### config.mk
export PLATFORM = sky130hd
export DESIGN_NAME = pcac_top
export DESIGN_NICKNAME = d
export VERILOG_FILES = /design/src/rtl/pcac_pkg.sv /design/src/rtl/pcac_top.sv /design/src/rtl/pcac_ctr_bank.sv
export SDC_FILE = /design/constraint.sdc
export NUM_CORES = 1
export LEC_CHECK = 0
export BUFFER_PORTS_ARGS = -buffer_cell sky130_fd_sc_hd__buf_2
export CORE_MARGIN = 5
export CORE_UTILIZATION = 64
export DETAILED_ROUTE_END_ITERATION = 12
export MAX_ROUTING_LAYER = met4
export PLACE_DENSITY = 0.86
export SYNTH_ARGS = -nofsm -noshare
export SYNTH_HDL_FRONTEND = slang
export SYNTH_SLANG_ARGS = --single-unit
### constraint.sdc
create_clock -name core_clk -period 11.2 [get_ports core_clk]
set_input_delay 1.12 -clock core_clk [delete_from_list [all_inputs] [get_ports core_clk]]
set_output_delay 1.12 -clock core_clk [all_outputs]
set_load 0.005 [all_outputs]
### src/rtl/pcac_pkg.sv
// Constants for the performance counter access and enable control block.
// Assumes one core clock; the surrounding core decodes coprocessor moves.
//
// Functional notes
// - Four independent 32-bit event counters
// - Selection register picks accessed counter
// - Privileged access both states, one copy
// - User counter access only when enable set
// - User counter access otherwise raises undefined
// - Counters at opc1 0, c9, c13, 2
// - No debug permit: events stop, cycle per bit5
// - Debug permit, non-secure: everything counts
// - Secure privileged, no secure permit: events stop
// - Secure user, no secure permit: secure-user permit decides counting
// - User enable bit zero, upper bits zero
// - User enable: read anywhere, privileged write
// - User enable never opens interrupt enables
// - User enable at opc1 0, c9, c14, 0
// - Cycle enable bit 31, events bits 3:0
// - Set register writes ones, ignores zeros
// - Set register reads current enable states
// - Set register privileged only, else undefined
// - Set register at opc1 0, c9, c14, 1
// - Enabled counter overflow raises interrupt
// - Interrupt only on active-low output pin
package pcac_pkg;
    // ===========================================================
    // Sizes
    localparam int          NUM_CTR    = 4;
    localparam int          CTR_W      = 32;
    localparam int          IDX_W      = 2;
    localparam int          IEN_W      = NUM_CTR + 1;
    // ===========================================================
    // Coprocessor encodings
    localparam logic [2:0]  CP_OPC1    = 3'h0;
    localparam logic [3:0]  CP_CRN     = 4'h9;
    localparam logic [3:0]  CRM_CNT    = 4'hd;
    localparam logic [2:0]  OPC2_CNT   = 3'h2;
    localparam logic [3:0]  CRM_CTL    = 4'he;
    localparam logic [2:0]  OPC2_USR   = 3'h0;
    localparam logic [2:0]  OPC2_IEN   = 3'h1;
    // ===========================================================
    // Field layout and reset values
    localparam int          USR_EN_BIT = 0;
    localparam int          IEN_CYC_B  = 31;
    localparam int          IEN_CYC_I  = NUM_CTR;
    localparam logic        USR_EN_RST = 1'b0;
    localparam logic [4:0]  IEN_RST    = 5'h00;
    localparam logic [4:0]  OVF_RST    = 5'h00;
    localparam logic [31:0] CTR_RST    = 32'h0000_0000;
    localparam logic [31:0] CTR_MAX    = 32'hffff_ffff;
endpackage

### src/rtl/pcac_top.sv
// Access control, counting enables and overflow interrupt for the
// performance counters. Assumes the core presents one decoded
// coprocessor move per cp_valid pulse and waits for ack or undef.
`timescale 1ns/10ps
module pcac_top
(
    input  wire logic        core_clk,
    input  wire logic        rst,
    input  wire logic        cp_valid,
    input  wire logic        cp_write,
    input  wire logic [2:0]  cp_opc1,
    input  wire logic [3:0]  cp_crn,
    input  wire logic [3:0]  cp_crm,
    input  wire logic [2:0]  cp_opc2,
    input  wire logic [31:0] cp_wdata,
    input  wire logic        priv_mode,
    input  wire logic        secure_state,
    input  wire logic [1:0]  counter_sel,
    input  wire logic        ctrl_bit5,
    input  wire logic        invasive_debug_permit,
    input  wire logic        noninvasive_debug_permit,
    input  wire logic        secure_invasive_debug_permit,
    input  wire logic        secure_noninvasive_debug_permit,
    input  wire logic        secure_user_noninvasive_permit,
    input  wire logic [3:0]  event_hit,
    input  wire logic        cycle_wrap,
    input  wire logic [4:0]  ovf_clr,
    output logic             cp_ack,
    output logic             cp_undef,
    output logic      [31:0] cp_rdata,
    output logic             event_count_en,
    output logic             cycle_count_en,
    output logic             monitor_irq_out_n
);
    // ===========================================================
    // Decode
    logic        is_c9;
    logic        hit_cnt;
    logic        hit_usr;
    logic        hit_ien;
    logic        user_en_r;
    logic        user_en_nxt;
    logic [4:0]  ien_r;
    logic [4:0]  ien_nxt;
    logic [4:0]  ovf_r;
    logic [4:0]  ovf_nxt;
    logic [4:0]  wrap_all;
    logic [3:0]  ctr_wrap;
    logic [31:0] bank_rdata;
    logic        ack_nxt;
    logic        undef_nxt;
    logic        rd_ctr_nxt;
    logic        rd_ctr_r;
    logic [31:0] rdata_nxt;
    logic [31:0] rdata_r;
    logic        ctr_wr;
    logic        ev_en;
    logic        cyc_en;
    logic        irq_n_nxt;
    logic        irq_n_r;

    localparam int IEN_MSB = pcac_pkg::NUM_CTR - 1;

    assign is_c9   = cp_valid && (cp_opc1 == pcac_pkg::CP_OPC1)
                     && (cp_crn == pcac_pkg::CP_CRN);
    assign hit_cnt = is_c9 && (cp_crm == pcac_pkg::CRM_CNT)
                     && (cp_opc2 == pcac_pkg::OPC2_CNT);
    assign hit_usr = is_c9 && (cp_crm == pcac_pkg::CRM_CTL)
                     && (cp_opc2 == pcac_pkg::OPC2_USR);
    assign hit_ien = is_c9 && (cp_crm == pcac_pkg::CRM_CTL)
                     && (cp_opc2 == pcac_pkg::OPC2_IEN);

    // ===========================================================
    // Access permission and response
    // Security state plays no part here: one shared copy for both
    always_comb
    begin
        ack_nxt    = 1'b0;
        undef_nxt  = 1'b0;
        rd_ctr_nxt = 1'b0;
        ctr_wr     = 1'b0;
        rdata_nxt  = 32'h0000_0000;
        if (hit_cnt)
        begin
            if (priv_mode || user_en_r)
            begin
                ack_nxt    = 1'b1;
                ctr_wr     = cp_write;
                rd_ctr_nxt = !cp_write;
            end
            else
                undef_nxt  = 1'b1;
        end
        else if (hit_usr)
        begin
            if (cp_write && !priv_mode)
                undef_nxt = 1'b1;
            else
            begin
                ack_nxt = 1'b1;
                rdata_nxt[pcac_pkg::USR_EN_BIT] = user_en_r;
            end
        end
        else if (hit_ien)
        begin
            // User enable deliberately not consulted here
            if (!priv_mode)
                undef_nxt = 1'b1;
            else
            begin
                ack_nxt = 1'b1;
                rdata_nxt[IEN_MSB:0] = ien_r[IEN_MSB:0];
                rdata_nxt[pcac_pkg::IEN_CYC_B] =
                    ien_r[pcac_pkg::IEN_CYC_I];
            end
        end
    end

    always_ff @(posedge core_clk or posedge rst)
    begin
        if (rst)
        begin
            cp_ack   <= 1'b0;
            cp_undef <= 1'b0;
            rd_ctr_r <= 1'b0;
            rdata_r  <= 32'h0000_0000;
        end
        else
        begin
            cp_ack   <= ack_nxt;
            cp_undef <= undef_nxt;
            rd_ctr_r <= rd_ctr_nxt;
            rdata_r  <= rdata_nxt;
        end
    end

    // Both sources are flops; the mux only picks the valid one
    assign cp_rdata = rd_ctr_r ? bank_rdata : rdata_r;

    // ===========================================================
    // Control registers
    always_comb
    begin
        user_en_nxt = user_en_r;
        ien_nxt     = ien_r;
        if (hit_usr && cp_write && priv_mode)
            user_en_nxt = cp_wdata[pcac_pkg::USR_EN_BIT];
        if (hit_ien && cp_write && priv_mode)
        begin
            // Ones set, zeros leave the bit alone
            ien_nxt[IEN_MSB:0] = ien_r[IEN_MSB:0]
                | cp_wdata[IEN_MSB:0];
            ien_nxt[pcac_pkg::IEN_CYC_I] = ien_r[pcac_pkg::IEN_CYC_I]
                | cp_wdata[pcac_pkg::IEN_CYC_B];
        end
    end

    always_ff @(posedge core_clk or posedge rst)
    begin
        if (rst)
        begin
            user_en_r <= pcac_pkg::USR_EN_RST;
            ien_r     <= pcac_pkg::IEN_RST;
        end
        else
        begin
            user_en_r <= user_en_nxt;
            ien_r     <= ien_nxt;
        end
    end

    // ===========================================================
    // Counting enables
    always_comb
    begin
        ev_en  = 1'b0;
        cyc_en = !ctrl_bit5;
        if (!(invasive_debug_permit || noninvasive_debug_permit))
        begin
            ev_en  = 1'b0;
            cyc_en = !ctrl_bit5;
        end
        else if (!secure_state)
        begin
            ev_en  = 1'b1;
            cyc_en = 1'b1;
        end
        else if (secure_invasive_debug_permit
                 || secure_noninvasive_debug_permit)
        begin
            ev_en  = 1'b1;
            cyc_en = 1'b1;
        end
        else if (priv_mode)
        begin
            ev_en  = 1'b0;
            cyc_en = !ctrl_bit5;
        end
        else if (secure_user_noninvasive_permit)
        begin
            ev_en  = 1'b1;
            cyc_en = 1'b1;
        end
        else
        begin
            ev_en  = 1'b0;
            cyc_en = !ctrl_bit5;
        end
    end

    assign event_count_en = ev_en;
    assign cycle_count_en = cyc_en;

    pcac_ctr_bank u_bank
    (
        .core_clk (core_clk),
        .rst      (rst),
        .cnt_inc  (event_hit & {pcac_pkg::NUM_CTR{ev_en}}),
        .wr_en    (ctr_wr),
        .wr_idx   (counter_sel),
        .wr_data  (cp_wdata),
        .rd_idx   (counter_sel),
        .rd_data  (bank_rdata),
        .wrap     (ctr_wrap)
    );

    // ===========================================================
    // Overflow interrupt
    assign wrap_all = {cycle_wrap, ctr_wrap};

    always_comb
    begin
        // A wrap in the clearing cycle keeps its flag
        ovf_nxt   = (ovf_r & ~ovf_clr) | wrap_all;
        irq_n_nxt = !(|(ovf_nxt & ien_nxt));
    end

    always_ff @(posedge core_clk or posedge rst)
    begin
        if (rst)
        begin
            ovf_r   <= pcac_pkg::OVF_RST;
            irq_n_r <= 1'b1;
        end
        else
        begin
            ovf_r   <= ovf_nxt;
            irq_n_r <= irq_n_nxt;
        end
    end

    assign monitor_irq_out_n = irq_n_r;

    // ===========================================================
    // Assertions
    property p_cnt_undef;
        @(posedge core_clk) disable iff (rst)
        hit_cnt && !priv_mode && !user_en_r |=> cp_undef && !cp_ack;
    endproperty
    a_cnt_undef: assert property (p_cnt_undef)
        else $error("user counter access not refused");

    property p_cnt_user_ok;
        @(posedge core_clk) disable iff (rst)
        hit_cnt && !priv_mode && user_en_r |=> cp_ack && !cp_undef;
    endproperty
    a_cnt_user_ok: assert property (p_cnt_user_ok)
        else $error("enabled user counter access refused");

    property p_usr_wr_user;
        @(posedge core_clk) disable iff (rst)
        hit_usr && cp_write && !priv_mode
        |=> cp_undef && $stable(user_en_r);
    endproperty
    a_usr_wr_user: assert property (p_usr_wr_user)
        else $error("user write to user enable accepted");

    property p_ien_user;
        @(posedge core_clk) disable iff (rst)
        hit_ien && !priv_mode |=> cp_undef ##0 $stable(ien_r);
    endproperty
    a_ien_user: assert property (p_ien_user)
        else $error("user access to interrupt enables accepted");

    property p_ien_no_clear;
        @(posedge core_clk) disable iff (rst)
        ##1 (($past(ien_r) & ~ien_r) == 5'h00);
    endproperty
    a_ien_no_clear: assert property (p_ien_no_clear)
        else $error("interrupt enable cleared by set register");

    property p_usr_read;
        @(posedge core_clk) disable iff (rst)
        hit_usr && !cp_write
        |=> cp_ack && (cp_rdata[31:1] == 31'h0000_0000)
            && (cp_rdata[0] == $past(user_en_r));
    endproperty
    a_usr_read: assert property (p_usr_read)
        else $error("user enable read value wrong");

    property p_no_debug;
        @(posedge core_clk) disable iff (rst)
        !(invasive_debug_permit || noninvasive_debug_permit)
        |-> !event_count_en && (cycle_count_en == !ctrl_bit5);
    endproperty
    a_no_debug: assert property (p_no_debug)
        else $error("counting without debug permission");

    property p_nonsecure;
        @(posedge core_clk) disable iff (rst)
        (invasive_debug_permit || noninvasive_debug_permit)
        && !secure_state |-> event_count_en && cycle_count_en;
    endproperty
    a_nonsecure: assert property (p_nonsecure)
        else $error("non-secure counting not enabled");

    property p_irq;
        @(posedge core_clk) disable iff (rst)
        (|(ovf_r & ien_r)) |-> !monitor_irq_out_n;
    endproperty
    a_irq: assert property (p_irq)
        else $error("enabled overflow without interrupt");

    c_user_cnt: cover property (@(posedge core_clk) disable iff (rst)
        hit_cnt && !priv_mode && user_en_r ##1 cp_ack);
    c_undef: cover property (@(posedge core_clk) disable iff (rst)
        hit_ien && !priv_mode ##1 cp_undef);
    c_irq: cover property (@(posedge core_clk) disable iff (rst)
        $fell(monitor_irq_out_n));
endmodule // pcac_top

### src/rtl/pcac_ctr_bank.sv
// Bank of four event counters with one write port and a registered
// read port. Assumes increments are already gated by the enable logic.
`timescale 1ns/10ps
module pcac_ctr_bank
(
    input  wire logic        core_clk,
    input  wire logic        rst,
    input  wire logic [3:0]  cnt_inc,
    input  wire logic        wr_en,
    input  wire logic [1:0]  wr_idx,
    input  wire logic [31:0] wr_data,
    input  wire logic [1:0]  rd_idx,
    output logic      [31:0] rd_data,
    output logic      [3:0]  wrap
);
    logic [31:0] cnt_r   [pcac_pkg::NUM_CTR];
    logic [31:0] cnt_nxt [pcac_pkg::NUM_CTR];
    logic [31:0] rd_nxt;

    // ===========================================================
    // Counters
    for (genvar i = 0; i < pcac_pkg::NUM_CTR; i++)
    begin : g_ctr
        logic hit;
        assign hit = wr_en && (wr_idx == 2'(i));
        // Software write beats a same-cycle event on that counter
        assign wrap[i] = !hit && cnt_inc[i]
                         && (cnt_r[i] == pcac_pkg::CTR_MAX);
        always_comb
        begin
            cnt_nxt[i] = cnt_r[i];
            if (hit)
                cnt_nxt[i] = wr_data;
            else if (cnt_inc[i])
                cnt_nxt[i] = cnt_r[i] + 32'h0000_0001;
        end
        always_ff @(posedge core_clk or posedge rst)
        begin
            if (rst)
                cnt_r[i] <= pcac_pkg::CTR_RST;
            else
                cnt_r[i] <= cnt_nxt[i];
        end
    end

    // ===========================================================
    // Read port
    always_comb
    begin
        rd_nxt = cnt_r[rd_idx];
    end
    always_ff @(posedge core_clk or posedge rst)
    begin
        if (rst)
            rd_data <= pcac_pkg::CTR_RST;
        else
            rd_data <= rd_nxt;
    end
endmodule // pcac_ctr_bank

==> results by group <==
Global route
  • Pin count of the biggest net entering global routing: 106
  • First-pass GRT wire length: 43500 um
  • All-Layer GR Usage: 32.2%
  • Vias in the first global route: 8251
  • Total grt overflow: 0
  • Antenna violations before repair: 0

Timing
  • Clk_skew: 0.0127 ns
  • Hold Vio Cnt, Final: 0
  • Least-Margin Pin Slew: 1.20 ns
  • RSZ-0062 raised after global routing: no
  • Fmax: 266 MHz
  • Crit path time final: 3.75 ns
  • Final setup viols: 0
  • Setup TNS Final: 0 ns
  • Setup ws final: 7.45 ns
  • Max Slew Vio Count: 0
  • Post-route clock period utilization: 33.5%
  • Max_slew headroom: 19.0%

Floorplan
  • Die area: 17900 um^2
  • Core Footprint: 15100 um^2
  • Initial Util: 64.8%
  • Rows: 45
  • Die X: 134 um
  • I/O Pins: 107
  • Die Span Y: 134 um

CTS
  • Postcts setup bufs: 0
  • CTS Buffer Depth: 2
  • Clock transition at path regs: 0.07 ns
  • Clock root cell: clkbuf_16
  • Post_cts resized: 0
  • # hold bufs at CTS: 0
  • Clock latency on the worst-skew pair: 0.45 ns
  • CTS Sinks: 180
  • CTS buffer count: 17
  • TritonCTS clock tree: yes
  • Depth of the CTS H-tree: 4

Worst setup path
  • CP Capture Type: primary output
  • WS Path Type: input pin to primary output
  • WP data required: 10.08 ns
  • CP max-delay cell: or3b_2
  • Worst Path Arrival: 2.63 ns
  • Maximum fanout along the worst path: 13
  • CP Launch Type: input pin
  • Reg2Reg Depth: 5
  • Crit path largest cell delay: 0.54 ns
  • Cell mode on critical path: buf_2
  • CP cell instances: buf_2, or3b_2, o21ai_0, buf_4, inv_1, buf_2

Status
  • Status: finished, final reports clean

Synth
  • Mapped Cells: 997
  • Count leader, synth: dfrtp_1
  • Number of synthesized flops with an enable pin: 0
  • Synth area leader: dfrtp_1
  • Dominant cells by area after synthesis: dfrtp_1 (46%), mux4_2 (7.1%), a21oi_1 (5.9%)
  • Synth async-reset ratio: 100%
  • Synth top area share: 45.7%
  • Synth unique cells: 56
  • Sequential-to-total area share from yosys stat: 45.9%
  • Syn_nets: 1071
  • Syn_area_per_cell: 9.84 um^2
  • Top cells by count, synth: dfrtp_1 (179), nor2_1 (154), a21oi_1 (116), xnor2_1 (64), xor2_1 (60)
  • Post-synth top flop: dfrtp_1
  • Post-synth design cell area: 9810 um^2
  • FF+latch count, synth: 180
  • Synth Warn #: 0

Detailed routing
  • First-pass DRT Iterations: 6
  • Post-DRT Antenna Nets: 0
  • Wirelength per Cell: 21.4 um
  • DR vias/cell: 6.60
  • DRT iter0 DRCs: 1232
  • Aggregate routed wire length: 27500 um
  • Total vias in the final route: 8457
  • Drt drc: 0

Hold path
  • Hold depth: 1
  • Hold crit path type: flip-flop to flip-flop

Pwr
  • Peak VDD IR: 0.131 mV
  • Power Density: 146 nW/um^2
  • Leak Pwr: 0.00493 uW

Placement
  • DP HPWL: 18700 um
  • Port bufs: 106
  • GPL Wtd Cong: 0.965
  • Placed instance count: 1250
  • Place WS: 7.19 ns

Cells and area
  • Final cell count without fillers: 1282
  • Antenna diodes: 0
  • Nets: 1155
  • Share of cells above drive strength 1: 19.7%
  • Area Overhead vs Synth: 12.7%

Flow run
  • Max-Cap Viols: 0
-- cell usage in the layout (no fill, tap or decap), types with 5 or more instances in the layout --
master	n
or2_2	5
dfrtp_1	179
inv_6	5
xnor2_1	64
nor4_1	14
nor3_1	18
mux4_2	31
a21oi_1	116
and2_1	36
o21ai_0	11
buf_4	8
and3_1	23
and4_1	12
nand2_1	46
nor2_1	154
xor2_1	60
nor3b_1	5
nand4_1	30
clkbuf_16	17
or4_1	5
mux2_2	12
inv_1	15
buf_2	106
nand3_1	57
-- through the flow --
step / power (uW) / instance area, um^2 / hold slack (ns) / utilization (%)
finish: 1620 / 11100 / 0.479 / 73.0
global route: 1670 / 11100 / 0.499 / 73.0
CTS: 1610 / 11100 / 0.481 / 73.0
detailed placement: 994 / 10400 / 0.465 / 68.9
global placement: 980 / 10400 / 0.451 / 68.9
floorplan: 918 / 9810 / 0.436 / -
-- power breakdown --
group / switching [uW] / internal (uW)
Clock: 269 / 359
Combinational: 105 / 101
Sequential: 74.6 / 711
Total: 448 / 1170
-- registers in the layout, indices dropped and copies added, names as in the netlist --
name               flops
cp_ack                 1
rdata_r                5
monitor_irq_out_n      1
user_en_r              1
ovf_r                  5
rd_ctr_r               1
ien_r                  5
u_bank.cnt_r         128
cp_undef               1
u_bank.rd_data        32
-- area by class of cell --
cell class / count / area [um^2]
Fill cell: 1048 / 4090
Tap cell: 188 / 235
Clock buffer: 18 / 439
Timing Repair Buffer: 114 / 591
Clock inverter: 14 / 174
Inverter: 16 / 65.1
Multi-Input combinational cell: 752 / 5050
Sequential cell: 180 / 4510
-- worst max-delay path: cells and delay by family --
family | cells | cell delay [ns]
buffers and inverters | 4 | 0.78
and+or+nand+nor | 1 | 0.54
AOI/OAI and AO/OA | 1 | 0.18
-- path summary, 6_finish.rpt --
| check | startpoint | slack (ns) | endpoint |
|---|---|---|---|
| max in group asynchronous | rst | 8.79 | u_bank.cnt_r[19] |
| max reg2reg | user_en_r | 8.14 | monitor_irq_out_n |
| max | secure_noninvasive_debug_permit | 7.45 | event_count_en |
| min reg2reg | ovf_r[4] | 0.48 | ovf_r[4] |
| min | ovf_r[4] | 0.48 | ovf_r[4] |
| min in group asynchronous | rst | 0.87 | u_bank.cnt_r[9] |
-- logic make-up after synthesis --
| group | Yosys count | share of synthesized area, % |
|---|---|---|
| AND/OR/NAND/NOR | 429 | 22.3 |
| flip-flops | 180 | 45.9 |
| AO/OA/AOI/OAI | 147 | 8.42 |
| XOR/XNOR | 124 | 11.1 |
| buffers and inverters | 65 | 2.65 |
| multiplexers | 48 | 9.17 |
| adder cells (fa/ha/maj) | 4 | 0.510 |
-- layer usage --
metal | wire length [um] | global-route usage (%)
met2 | 13000 | 47.5
met3 | 2930 | 8.18
met5 | 0 | -
met4 | 807 | 13.0
met1 | 10800 | 43.1
No activity file was read; power rests on OpenSTA's default activity.
